`src/logic/cvsc_map.svh`:
```
// Purpose: offsets, field positions, reset values and timing counts of the core scaling control
// Assumes: 8-bit register port, 200 MHz ref_clk
// Notes: definitions only
`ifndef CVSC_MAP_SVH
`define CVSC_MAP_SVH

`define CVSC_ADDR_PHASE_MODE 8'h04
`define CVSC_ADDR_DVM_CTRL 8'h05
`define CVSC_ADDR_CORE_CODE 8'h06
`define CVSC_ADDR_RAMP_SEL 8'h07
`define CVSC_ADDR_LINEAR 8'h08

`define CVSC_RST_PHASE_MODE 8'hB0
`define CVSC_RST_DVM_CTRL 8'h40
`define CVSC_RST_CORE_CODE 5'h14
`define CVSC_RST_RAMP_SEL 3'h6
`define CVSC_RST_LINEAR 8'h23

`define CVSC_BIT_START 7
`define CVSC_BIT_STRAP_SRC 6
`define CVSC_BIT_DIS_MEM 2
`define CVSC_BIT_DIS_SYS 1
`define CVSC_BIT_DIS_CORE 0
`define CVSC_BIT_FFF_MEM 2
`define CVSC_BIT_FFF_SYS 1
`define CVSC_BIT_FFF_CORE 0

`define CVSC_RAMP_IMMEDIATE 3'h7
`define CVSC_CORE_BASE_MV 11'h320
`define CVSC_CORE_STEP_MV 11'h019
`define CVSC_CORE_TOP_MV 11'h640

// one code step is 25 mV; slowest ramp is 150 uV/us
`define CVSC_STEP_UV 64'd25000
`define CVSC_SLOW_RATE_UV_PER_US 64'd150
`define CVSC_CLK_PERIOD_PS 64'd5000
`define CVSC_SLOW_STEP_PS (`CVSC_STEP_UV * 64'd1000000 / `CVSC_SLOW_RATE_UV_PER_US)
`define CVSC_SLOW_STEP_CYCLES ((`CVSC_SLOW_STEP_PS + `CVSC_CLK_PERIOD_PS - 64'd1) / `CVSC_CLK_PERIOD_PS)

`endif

```
`src/logic/cvsc_pkg.sv`:
```
// Purpose: types of the core scaling control
// Assumes: nothing
// Notes: constants live in cvsc_map.svh
package cvsc_pkg;

   typedef struct packed {
      logic wr_en;
      logic rd_en;
      logic [7:0] addr;
      logic [7:0] wdata;
   } cvsc_reg_req_t;

   typedef enum logic [1:0] {
      CVSC_IDLE = 2'b00,
      CVSC_RAMP = 2'b01,
      CVSC_DONE = 2'b11
   } cvsc_state_t;

   typedef struct packed {
      logic [10:0] core_mv;
      logic [11:0] linear_one_mv;
      logic [11:0] linear_two_mv;
   } cvsc_levels_t;

endpackage : cvsc_pkg

```
`src/logic/cvsc_core.sv`:
```
// Purpose: register file and dynamic core voltage ramp of the power manager
// Assumes: serial interface engine outside delivers one-cycle register requests
// Notes: resetn is the undervoltage lockout reset
//
// Function
// phase/mode bit 1 forces system converter into fixed-frequency PWM.
// phase/mode bit 0 forces core converter into fixed-frequency PWM.
// start bit ramps core code toward target at selected slew rate.
// start bit low keeps core code unchanged despite target rewrites.
// start bit self-clears when internal code equals target code.
// bit 6 chooses strap pin or register as core voltage source.
// strap low starts core at 1.3 V, strap high at 1.55 V.
// bits 2..0 enable active discharge for memory, system, core converters.
// control register resets to 40h; start bit also clears on completion.
// core code maps 0.8 V plus 25 mV steps; code 31 gives 1.6 V.
// core code default 14h or 1Eh; bits 3 and 1 follow strap.
// core code reloads on lockout, both converters off, warm reset, POR, RTC low.
// slew code 0..6 doubles from 0.15 mV/us; 7 is immediate; resets 06h.
// linear regulator fields select 1..3.3 V from eight values.
// core rail not-good reads 0 during a transition or when disabled.
// ramp steps one code at a time, interval 25 mV over slew rate.
// software sets target and slew first, then polls start bit clear.
`timescale 1ns/1ps
`include "cvsc_map.svh"
module cvsc_core #(
   parameter int SLOW_STEP_CYCLES = int'(`CVSC_SLOW_STEP_CYCLES)
) (
   input wire logic ref_clk,
   input wire logic resetn,
   input cvsc_pkg::cvsc_reg_req_t reg_req,
   output logic [7:0] reg_rdata,
   input wire logic core_strap_pin,
   input wire logic system_converter_enabled,
   input wire logic core_converter_enabled,
   input wire logic warm_reset_pin_n,
   input wire logic power_on_reset_out,
   input wire logic rtc_supply_low,
   input wire logic core_rail_below_target,
   output logic forced_fixed_freq_mem,
   output logic forced_fixed_freq_sys,
   output logic forced_fixed_freq_core,
   output logic [2:0] discharge_en,
   output logic core_ref_from_strap,
   output logic [4:0] core_code,
   output logic ramp_busy,
   output logic core_rail_not_good,
   output cvsc_pkg::cvsc_levels_t levels
);
   logic [7:0] phase_mode_control;
   logic [7:0] dvm_converter_control;
   logic [4:0] core_target_code;
   logic [2:0] core_ramp_select;
   logic [7:0] linear_reg_voltage;
   logic strap_loaded;
   logic [7:0] next_phase_mode_control;
   logic [7:0] next_dvm_converter_control;
   logic [4:0] next_core_target_code;
   logic [2:0] next_core_ramp_select;
   logic [7:0] next_linear_reg_voltage;
   logic [7:0] next_reg_rdata;

   cvsc_pkg::cvsc_state_t state;
   cvsc_pkg::cvsc_state_t next_state;
   logic [4:0] next_core_code;
   logic next_core_rail_not_good;

   logic reload_code;
   logic start_bit;
   logic done;
   logic tick;
   logic [4:0] strap_code;

   function automatic logic wr_hit(input cvsc_pkg::cvsc_reg_req_t r, input logic [7:0] a);
      return r.wr_en && (r.addr == a);
   endfunction : wr_hit

   function automatic logic [4:0] step_toward(input logic [4:0] cur, input logic [4:0] tgt);
      if (cur < tgt) begin
         return cur + 5'h01;
      end else if (cur > tgt) begin
         return cur - 5'h01;
      end
      return cur;
   endfunction : step_toward

   assign start_bit = dvm_converter_control[`CVSC_BIT_START];
   // strap drives bits 3 and 1 of the default
   assign strap_code = `CVSC_RST_CORE_CODE | {1'b0, core_strap_pin, 1'b0, core_strap_pin, 1'b0};
   // first clock after release catches the strap
   assign reload_code = !strap_loaded || (!system_converter_enabled && !core_converter_enabled) ||
                        !warm_reset_pin_n || power_on_reset_out || rtc_supply_low;
   // internal code has met target while a ramp runs
   assign done = (state == cvsc_pkg::CVSC_RAMP) && (core_code == core_target_code);

   // register group
   always_comb begin
      next_phase_mode_control = phase_mode_control;
      next_dvm_converter_control = dvm_converter_control;
      next_core_target_code = core_target_code;
      next_core_ramp_select = core_ramp_select;
      next_linear_reg_voltage = linear_reg_voltage;
      next_reg_rdata = reg_rdata;
      // completion clears start; a same-cycle write of 1 below wins
      if (done) begin
         next_dvm_converter_control[`CVSC_BIT_START] = 1'b0;
      end
      if (wr_hit(reg_req, `CVSC_ADDR_PHASE_MODE)) begin
         next_phase_mode_control = reg_req.wdata;
      end
      if (wr_hit(reg_req, `CVSC_ADDR_DVM_CTRL)) begin
         next_dvm_converter_control = reg_req.wdata & 8'hC7;
      end
      if (wr_hit(reg_req, `CVSC_ADDR_CORE_CODE)) begin
         next_core_target_code = reg_req.wdata[4:0];
      end
      if (wr_hit(reg_req, `CVSC_ADDR_RAMP_SEL)) begin
         next_core_ramp_select = reg_req.wdata[2:0];
      end
      if (wr_hit(reg_req, `CVSC_ADDR_LINEAR)) begin
         next_linear_reg_voltage = reg_req.wdata & 8'h77;
      end
      if (reload_code) begin
         next_core_target_code = strap_code;
      end
      if (reg_req.rd_en) begin
         case (reg_req.addr)
            `CVSC_ADDR_PHASE_MODE: next_reg_rdata = phase_mode_control;
            `CVSC_ADDR_DVM_CTRL: next_reg_rdata = dvm_converter_control;
            `CVSC_ADDR_CORE_CODE: next_reg_rdata = {3'h0, core_target_code};
            `CVSC_ADDR_RAMP_SEL: next_reg_rdata = {5'h00, core_ramp_select};
            `CVSC_ADDR_LINEAR: next_reg_rdata = linear_reg_voltage;
            default: next_reg_rdata = 8'h00;
         endcase
      end
   end

   always_ff @(posedge ref_clk or negedge resetn) begin
      if (!resetn) begin
         phase_mode_control <= `CVSC_RST_PHASE_MODE;
         dvm_converter_control <= `CVSC_RST_DVM_CTRL;
         core_target_code <= `CVSC_RST_CORE_CODE;
         core_ramp_select <= `CVSC_RST_RAMP_SEL;
         linear_reg_voltage <= `CVSC_RST_LINEAR;
         reg_rdata <= 8'h00;
         strap_loaded <= 1'b0;
      end else begin
         phase_mode_control <= next_phase_mode_control;
         dvm_converter_control <= next_dvm_converter_control;
         core_target_code <= next_core_target_code;
         core_ramp_select <= next_core_ramp_select;
         linear_reg_voltage <= next_linear_reg_voltage;
         reg_rdata <= next_reg_rdata;
         strap_loaded <= 1'b1;
      end
   end

   // ramp group
   always_comb begin
      next_state = state;
      next_core_code = core_code;
      case (state)
         cvsc_pkg::CVSC_IDLE: begin
            // code held while start is low
            if (start_bit) begin
               next_state = cvsc_pkg::CVSC_RAMP;
            end
         end
         cvsc_pkg::CVSC_RAMP: begin
            if (done) begin
               next_state = cvsc_pkg::CVSC_DONE;
            end else if (core_ramp_select == `CVSC_RAMP_IMMEDIATE) begin
               next_core_code = core_target_code;
            end else if (tick) begin
               next_core_code = step_toward(core_code, core_target_code);
            end
         end
         cvsc_pkg::CVSC_DONE: begin
            next_state = cvsc_pkg::CVSC_IDLE;
         end
         default: begin
            next_state = cvsc_pkg::CVSC_IDLE;
         end
      endcase
      if (reload_code) begin
         next_state = cvsc_pkg::CVSC_IDLE;
         next_core_code = strap_code;
      end
      next_core_rail_not_good = core_rail_below_target && core_converter_enabled &&
                                (state == cvsc_pkg::CVSC_IDLE) && !start_bit;
   end

   always_ff @(posedge ref_clk or negedge resetn) begin
      if (!resetn) begin
         state <= cvsc_pkg::CVSC_IDLE;
         core_code <= `CVSC_RST_CORE_CODE;
         core_rail_not_good <= 1'b0;
      end else begin
         state <= next_state;
         core_code <= next_core_code;
         core_rail_not_good <= next_core_rail_not_good;
      end
   end

   assign ramp_busy = (state != cvsc_pkg::CVSC_IDLE) || start_bit;
   assign forced_fixed_freq_sys = phase_mode_control[`CVSC_BIT_FFF_SYS];
   assign forced_fixed_freq_core = phase_mode_control[`CVSC_BIT_FFF_CORE];
   assign forced_fixed_freq_mem = phase_mode_control[`CVSC_BIT_FFF_MEM];
   assign discharge_en = {dvm_converter_control[`CVSC_BIT_DIS_MEM], dvm_converter_control[`CVSC_BIT_DIS_SYS],
                          dvm_converter_control[`CVSC_BIT_DIS_CORE]};
   assign core_ref_from_strap = dvm_converter_control[`CVSC_BIT_STRAP_SRC];

   cvsc_ramp_timer #(
      .SLOW_STEP_CYCLES(SLOW_STEP_CYCLES),
      .CW(16)
   ) u_timer (
      .ref_clk(ref_clk),
      .resetn(resetn),
      .run(state == cvsc_pkg::CVSC_RAMP),
      .ramp_sel(core_ramp_select),
      .tick(tick)
   );

   cvsc_code_decode u_decode (
      .ref_clk(ref_clk),
      .resetn(resetn),
      .core_code(core_code),
      .linear_one_sel(linear_reg_voltage[2:0]),
      .linear_two_sel(linear_reg_voltage[6:4]),
      .levels(levels)
   );
endmodule : cvsc_core

```
`src/logic/cvsc_ramp_timer.sv`:
```
// Purpose: paces the core ramp, one tick per 25 mV step
// Assumes: run held high for the whole ramp
// Notes: interval halves with each ramp select code
`timescale 1ns/1ps
module cvsc_ramp_timer #(
   parameter int SLOW_STEP_CYCLES = 33334,
   parameter int CW = 16
) (
   input wire logic ref_clk,
   input wire logic resetn,
   input wire logic run,
   input wire logic [2:0] ramp_sel,
   output logic tick
);
   logic [CW-1:0] count;
   logic [CW-1:0] next_count;

   // rate doubles per code, so the step time halves, rounded up
   function automatic logic [CW-1:0] step_cycles(input logic [2:0] sel);
      int unsigned div;
      int unsigned v;
      div = 32'd1 << sel;
      v = (SLOW_STEP_CYCLES + div - 1) / div;
      if (v < 1) v = 1;
      return v[CW-1:0];
   endfunction : step_cycles

   always_comb begin
      tick = run && (count == step_cycles(ramp_sel) - 1'b1);
      if (!run || tick) begin
         next_count = '0;
      end else begin
         next_count = count + 1'b1;
      end
   end

   always_ff @(posedge ref_clk or negedge resetn) begin
      if (!resetn) begin
         count <= '0;
      end else begin
         count <= next_count;
      end
   end
endmodule : cvsc_ramp_timer

```
`src/logic/cvsc_code_decode.sv`:
```
// Purpose: turns voltage codes into millivolt figures
// Assumes: codes come from registers
// Notes: outputs registered
`timescale 1ns/1ps
`include "cvsc_map.svh"
module cvsc_code_decode (
   input wire logic ref_clk,
   input wire logic resetn,
   input wire logic [4:0] core_code,
   input wire logic [2:0] linear_one_sel,
   input wire logic [2:0] linear_two_sel,
   output cvsc_pkg::cvsc_levels_t levels
);
   cvsc_pkg::cvsc_levels_t next_levels;

   function automatic logic [11:0] linear_mv(input logic [2:0] sel);
      case (sel)
         3'h0: linear_mv = 12'h3E8;
         3'h1: linear_mv = 12'h41A;
         3'h2: linear_mv = 12'h44C;
         3'h3: linear_mv = 12'h514;
         3'h4: linear_mv = 12'h708;
         3'h5: linear_mv = 12'h9C4;
         3'h6: linear_mv = 12'hBB8;
         default: linear_mv = 12'hCE4;
      endcase
   endfunction : linear_mv

   always_comb begin
      // top code skips to 1.6 V
      if (core_code == 5'h1F) begin
         next_levels.core_mv = `CVSC_CORE_TOP_MV;
      end else begin
         next_levels.core_mv = `CVSC_CORE_BASE_MV + 11'(core_code * `CVSC_CORE_STEP_MV);
      end
      next_levels.linear_one_mv = linear_mv(linear_one_sel);
      next_levels.linear_two_mv = linear_mv(linear_two_sel);
   end

   always_ff @(posedge ref_clk or negedge resetn) begin
      if (!resetn) begin
         levels <= '0;
      end else begin
         levels <= next_levels;
      end
   end
endmodule : cvsc_code_decode

```
`config.mk`:
```
export PLATFORM = sky130hd
export DESIGN_NAME = cvsc_core
export DESIGN_NICKNAME = d
export VERILOG_FILES = /design/src/logic/cvsc_pkg.sv /design/src/logic/cvsc_core.sv /design/src/logic/cvsc_ramp_timer.sv /design/src/logic/cvsc_code_decode.sv
export VERILOG_INCLUDE_DIRS = /design/src /design/src/logic
export SDC_FILE = /design/constraint.sdc
export NUM_CORES = 1
export LEC_CHECK = 0
export ABC_AREA = 1
export CELL_PAD_IN_SITES_DETAIL_PLACEMENT = 1
export CELL_PAD_IN_SITES_GLOBAL_PLACEMENT = 1
export CORE_MARGIN = 2
export CORE_UTILIZATION = 25
export DETAILED_ROUTE_END_ITERATION = 16
export DONT_BUFFER_PORTS = 1
export PLACE_DENSITY = 0.55
export SLEW_MARGIN = 0
export SYNTH_ARGS = -nofsm -noshare
export SYNTH_HDL_FRONTEND = slang
export SYNTH_SLANG_ARGS = --single-unit
```
`constraint.sdc`:
```
create_clock -name ref_clk -period 42.8 [get_ports ref_clk]
set_input_delay 8.56 -clock ref_clk [delete_from_list [all_inputs] [get_ports ref_clk]]
set_output_delay 8.56 -clock ref_clk [all_outputs]
set_load 0.01 [all_outputs]
```
# [Word-level counts from Yosys, hierarchy flattened]
# Index checks and enable logic that the tools add are counted.
[totals] regBits=95 latch_bits=0 ram_bits=0 romBits=0 inputBits=27 output_inout_bits=57 elab_cells=115 mem_count=0
[op_classes] n_addsub=7 multipliers=1 div=1 magnitude_cmp=3 n_eq_ne=25 shift=1 mux=28 n_bitwise=0 n_reduce_logical=34
[ops] operator="$pmux W12 S7" n=2
[ops] operator="$mux W5" n=10
[ops] operator="$pmux W8 S5" n=1
[ops] operator="$add A16 B32 Y32 const A" n=1
[ops] operator="$div A32 B32 Y32" n=1
[ops] operator="$eq A8 B3 Y1 const B" n=4
[ops] operator="$lt A32 B1 Y1 const B" n=1
[ops] operator="$mux W16" n=2
[ops] operator="$shl A1 B3 Y32 const A" n=1
[ops] operator="$sub A32 B1 Y32 const B" n=1
[ops] operator="$eq A3 B3 Y1 const B" n=7
[ops] operator="$add A16 B1 Y16 const B" n=1
[ops] operator="$eq A16 B16 Y1" n=1
[ops] operator="$sub A16 B1 Y16 const B" n=1
[ops] operator="$eq A3 B2 Y1 const B" n=4
[ops] operator="$add A10 B10 Y11 const A" n=1
[ops] operator="$logic_and A1 B1 Y1" n=11
[ops] operator="$mux W11" n=1
[ops] operator="$mul A5 B5 Y10 const B" n=1
[ops] operator="$eq A8 B4 Y1 const B" n=1
[ops] operator="$mux W8" n=1
[ops] operator="$reduce_bool A2 Y1" n=4
[ops] operator="$mux W1" n=7
[ops] operator="$eq A3 B1 Y1 const B" n=2
[ops] operator="other kinds (18)" n=33

# [Longest topological paths before layout]
[logic_depth] depth_word=19 depth_mapped=349 ltp_nobuf=324

# [By module]
# A second synthesis with hierarchy kept.
[hier_totals] cells_unflattened=5055 hier_area_um2=30673.2
[modules_own_cells] module="cvsc_ramp_timer" n_inst=1 cells_each=4576 area_each_um2=26565.5 seq_area_each_um2=400.4
[modules_own_cells] module="cvsc_core" n_inst=1 cells_each=313 area_each_um2=2517.4 seq_area_each_um2=1117.3
[modules_own_cells] module="cvsc_code_decode" n_inst=1 cells_each=166 area_each_um2=1590.3 seq_area_each_um2=825.8

# [Worst setup path after synthesis]
# OpenSTA, ideal clock, no wires.
[synth_path] path_kind="reg2reg" from="register core_ramp_select[2]" to="register u_timer.count[5]" setup_ps=147 arrival_ps=41786 required_time_ps=42653 path_slack_ps=866 path_stages_with_launch=322 path_buffers=30 period_less_slack_ps=41934 path_cell_list="dfstp_2 buf_6 inv_1 ha_1 nor2_1 nand2_1 o21ai_1 nand2_1 nand2_2 nand2_1 o21ai_0 inv_1 ha_1 inv_1 o21ai_0 xor2_1 mux2i_1 ha_1 (+286 left out) nand2_1 nor2_1 nor2_2 ha_1 xor2_1 o21ai_0 a221oi_1 o21ai_0 a221oi_1 o2111a_1 nand3_1 a21oi_1 nand3_1 nor2_2 nand3_4 nand2_4 buf_8 nor3_4"
[synth_between] elab_chain_cells=11
[synth_rtl] element="start, declared" line_no="cvsc_core.sv:52" source="logic [2:0] core_ramp_select;"
[synth_rtl] element="start signal, assigned" line_no="cvsc_core.sv:142" source="core_ramp_select <= `CVSC_RST_RAMP_SEL;"
[synth_rtl] element="start signal, assigned" line_no="cvsc_core.sv:150" source="core_ramp_select <= next_core_ramp_select;"
[synth_rtl] element="$shl A1 B3 Y32 *" line_no="cvsc_ramp_timer.sv:22" source="div = 32'd1 << sel;"
[synth_rtl] element="$add A16 B32 Y32" line_no="cvsc_ramp_timer.sv:23" source="v = (SLOW_STEP_CYCLES + div - 1) / div;"
[synth_rtl] element="$sub A32 B1 Y32" line_no="cvsc_ramp_timer.sv:23"
[synth_rtl] element="$div A32 B32 Y32 *" line_no="cvsc_ramp_timer.sv:23"
[synth_rtl] element="$lt A32 B1 Y1" line_no="cvsc_ramp_timer.sv:24" source="if (v < 1) v = 1;"
[synth_rtl] element="$mux W16 *" line_no="cvsc_ramp_timer.sv:24"
[synth_rtl] element="$sub A16 B1 Y16 *" line_no="cvsc_ramp_timer.sv:29" source="tick = run && (count == step_cycles(ramp_sel) - 1'b1);"
[synth_rtl] element="$eq A16 B16 Y1 *" line_no="cvsc_ramp_timer.sv:29"
[synth_rtl] element="$logic_and A1 B1 Y1 *" line_no="cvsc_ramp_timer.sv:29"
[synth_rtl] element="$logic_or A1 B1 Y1 *" line_no="cvsc_ramp_timer.sv:30" source="if (!run || tick) begin"
[synth_rtl] element="$mux W16 *" line_no="cvsc_ramp_timer.sv:30"
[synth_rtl] element="net u_timer.next_count[5]" line_no="cvsc_ramp_timer.sv:16" source="logic [CW-1:0] next_count;"
[synth_rtl] element="end signal, assigned" line_no="cvsc_ramp_timer.sv:41" source="count <= next_count;"
[synth_rtl] element="end, declared" line_no="cvsc_ramp_timer.sv:15" source="logic [CW-1:0] count;"
# Mark *: on every way through the listed nets, which the timed path passes. The rest lies on a longest branch.
# A chain may end at the register's enable or synchronous reset.

# [Worst setup path in the final report]
[layout_path] from="register core_ramp_select[1]" to="register core_code[1]"
[layout_between] elab_chain_cells=11 word_cells_on_any_way=17 classes_between="add/sub: 3; div: 1; order compare: 1; eq/ne: 2; shift: 1; mux: 5; reduce/logical: 4"
[layout_rtl] element="$shl A1 B3 Y32" line_no="cvsc_ramp_timer.sv:22"
[layout_rtl] element="$add A16 B32 Y32" line_no="cvsc_ramp_timer.sv:23"
[layout_rtl] element="$sub A32 B1 Y32" line_no="cvsc_ramp_timer.sv:23"
[layout_rtl] element="$div A32 B32 Y32" line_no="cvsc_ramp_timer.sv:23"
[layout_rtl] element="$lt A32 B1 Y1" line_no="cvsc_ramp_timer.sv:24"
[layout_rtl] element="$mux W16" line_no="cvsc_ramp_timer.sv:24"
[layout_rtl] element="$sub A16 B1 Y16" line_no="cvsc_ramp_timer.sv:29"
[layout_rtl] element="$eq A16 B16 Y1" line_no="cvsc_ramp_timer.sv:29"
[layout_rtl] element="$logic_and A1 B1 Y1" line_no="cvsc_ramp_timer.sv:29"
[layout_rtl] element="$reduce_bool A3 Y1 (no line)"
[layout_rtl] element="$reduce_and A4 Y1 (no line)"
[layout_rtl] element="end signal, assigned" line_no="cvsc_core.sv:195" source="core_code <= `CVSC_RST_CORE_CODE;"
[layout_rtl] element="end signal, assigned" line_no="cvsc_core.sv:199" source="core_code <= next_core_code;"
[layout_rtl] element="end, declared" line_no="cvsc_core.sv:44" source="output logic [4:0] core_code,"
# Several ways; a longest one is shown, not always the timed one. The select of a mux whose other input is x is not followed.

==> flow_metrics.tcl <==
set metrics [dict create \
    cts_max_level 3 \
    overflow 0 \
    fp.dieArea_sq_um 125500 \
    synthCells 4988 \
    place_congestion 0.9355 \
    place.detailed.hpwl_mm 104.5 \
    cp_common_cell "nand2_1" \
    drtIter0Drc 1710 \
    p_per_area_nw_per_um2 78.24 \
    io-pin-count 84 \
    worstPathRequired_ns 43.12 \
    p_leak_nw 18.05 \
    final-setup-viol-count 0 \
    grt_use_met2 0.3394 \
    cts_tree "done" \
    final_util 0.2865 \
    synth_area_leaders "nand2_1 (16%), ha_1 (8.2%), inv_1 (7.5%)" \
    final-seq-area_sq_um 2344 \
    post-route-min-period_ns 39.89 \
    cp_slowest_cell "dfstp_2" \
    start_kind "flop" \
    synth.distinct_cells 86 \
    cp.arrival_ns 40.21 \
    hold_buffers 0 \
    start_util 0.2519 \
    finalSetupTns_ns 0 \
    dieWidth_um 354.2 \
    hold_path_class "flop to flop" \
    grt_max_degree 94 \
    outcome "complete, no violations" \
    power_mw 2.729 \
    max_freq_mhz 25.07 \
    synth_flop_cell "dfrtp_1" \
    n_antenna_cell 0 \
    io_buffers 0 \
    slew_headroom 0.2798 \
    ctsRootBufferMaster "clkbuf_16" \
    synth_top_area_share 0.1634 \
    vias_per_cell 4.861 \
    area_delta_synth_final_pct 13.76 \
    routed_wl_mm 128.1 \
    maxCapViolCount 0 \
    syn_area_sq_um 30660 \
    fillCellCount 15884 \
    critical_path_class "flop to flop" \
    vias 33155 \
    clk_pin_slew_worst_paths_ns 0.07 \
    grt_util_all_layers 0.1975 \
    row_count 128 \
    fin_area_sq_um 34880 \
    dpl_cell_area_sq_um 32800 \
    synth-edff-count 0 \
    yosysWarningCount 0 \
    cts_made_buffers 9 \
    hold_viol 0 \
    endpoint_kind "flop" \
    slew_violations 0 \
    fin_skew_ns 0.01124 \
    ys_seq_elements 93 \
    ant_nets 0 \
    syn_area_per_cell_sq_um 6.146 \
    drive_gt1_frac 0.2592 \
    busiest_layer "met2" \
    period_share 0.9321 \
    cts_max_path_buffers 2 \
    dieHeight_um 354.2 \
    cp_num_buf_inv 46 \
    drc_errors 0 \
    cts_sinks 93 \
    synth_top_area_cell "nand2_1" \
    wl_per_cell_um 18.78 \
    grt_pass1_vias 33384 \
    dp.cells 6697 \
    synthArstFlopShare 1.000 \
    core-area_sq_um 121700 \
    critPathMaxStageDelay_ns 0.57 \
    ir_drop_mv 0.03712 \
    use_met1 0.2734 \
    clock_latency_ns 0.38 \
    antenna_found_initial 1 \
    tightest_slew_ns 1.079 \
    nets 5420 \
    multi_input_area_sq_um 25340 \
    stdcell_count 6821 \
    cp_top_family "simple AND/OR/NAND/NOR gates" \
    yosysSeqAreaShare 0.07644 \
    dr.pass1.iters 5 \
    crit_path_max_fanout 24 \
    met3_usage 0.01270 \
    grt_pass1_wl_mm 197.0 \
]
## cells by family after synthesis
family,share of synthesized area
compound gates,0.09750
xor+xnor,0.04306
fa+ha+maj,0.08293
buf+inv,0.1312
flops,0.07644
mux,0.0003265
other cells,0.0002450
simple gates,0.5683
## repair_timing
item | CTS | global route
cloned | 1 | 4
endpoints found under the setup margin | 21 | 21
gates resized for setup | 29 | 237
pin swaps | 1 | 91
setup buffers | 0 | 103
## worst reg2reg max path, delay by kind of cell (launching register included)
kind / cells / cell delay (ns)
buffers and inverters: 46 / 4.49
adder cells (fa/ha/maj): 28 / 7.48
XOR/XNOR: 3 / 0.50
flip-flops: 1 / 0.57
AND/OR/NAND/NOR: 141 / 15.86
AO/OA/AOI/OAI: 75 / 10.93
## registers in the layout, indices dropped and copies added, names as in the netlist
name and count:
state 2, core_code 5, u_timer.count 16, phase_mode_control 8, reg_rdata 8, u_decode.levels 33, dvm_converter_control 5, core_ramp_select 3
linear_reg_voltage 6, core_rail_not_good 1, core_target_code 5, strap_loaded 1
## path summary, 6_finish.rpt
kind	cells past startpoint	to	slack (ns)	start
worst min-delay path	1	state[0]	0.44	state[1]
worst max register to register	293	core_code[1]	2.91	core_ramp_select[1]
worst min register to register	1	state[0]	0.44	state[1]
max in group asynchronous	0	core_ramp_select[1]	34.65	resetn
min in group asynchronous	0	u_decode.levels[11]	7.86	resetn
worst max-delay path	293	core_code[1]	2.91	core_ramp_select[1]
## through the flow
| stage | hold slack (ns) | setup slack, ns |
|---|---|---|
| 2_1_floorplan | 0.4122 | 0.8662 |
| 3_3_place_gp | 0.4340 | 0.03767 |
| 3_5_place_dp | 0.4301 | -1.279 |
| 4_1_cts | 0.4406 | 0.01936 |
| 5_1_grt | 0.4711 | -0.2330 |
| 6_report | 0.4426 | 2.906 |
## cells in the mapped netlist, drive strengths merged, types with 50 or more instances
master and n:
dfrtp 80, inv 687, nor3 54, xnor2 55, nand3b 50, nand2 1639, buf 63, nand4 169
ha 200, a21oi 156, nand3 637, o21ai 244, nor2 610, xor2 94
## layout make-up
| class | count | share of cell area |
|---|---|---|
| clock inverter | 7 | 0.002009 |
| inverter | 715 | 0.07943 |
| sequential | 93 | 0.06719 |
| timing repair buffer | 274 | 0.05987 |
| timing repair inverter | 1 | 0.0002152 |
| tap | 1625 | 0.05830 |
| multi-input combinational | 4097 | 0.7265 |
| clock buffer | 9 | 0.006457 |
## power breakdown
| part | internal, mW | switching [mW] | total [mW] |
|---|---|---|---|
| clock | 0.0408 | 0.0414 | 0.0822 |
| combinational | 0.756 | 1.79 | 2.55 |
| sequential | 0.0936 | 0.00678 | 0.100 |
## metal layers
metal  vias to the layer above  part of all wire
met5                         -                 0
met4                         0             0.019
met3                       109             0.027
met2                       491              0.47
met1                     15976              0.48
li1                      16579                 -
## layout by cell type (no fill, tap or decap), drive strengths merged, types with 8 or more instances in the layout
| cell type | instances |
|---|---|
| nor4 | 8 |
| o211ai | 16 |
| a21o | 13 |
| nand3 | 638 |
| buf | 274 |
| clkbuf | 9 |
| dfstp | 13 |
| dfrtp | 80 |
| nand3b | 50 |
| o21ai | 244 |
| o21bai | 19 |
| xnor2 | 55 |
| conb | 25 |
| ha | 200 |
| nand4 | 169 |
| a21oi | 156 |
| nor2 | 610 |
| inv | 686 |
| nor3 | 54 |
| or2 | 24 |
| o21a | 19 |
| nand2 | 1642 |
| a31oi | 8 |
| xor2 | 94 |
| a221oi | 10 |
| clkinv | 33 |
Power figures use the tool's default switching activity.
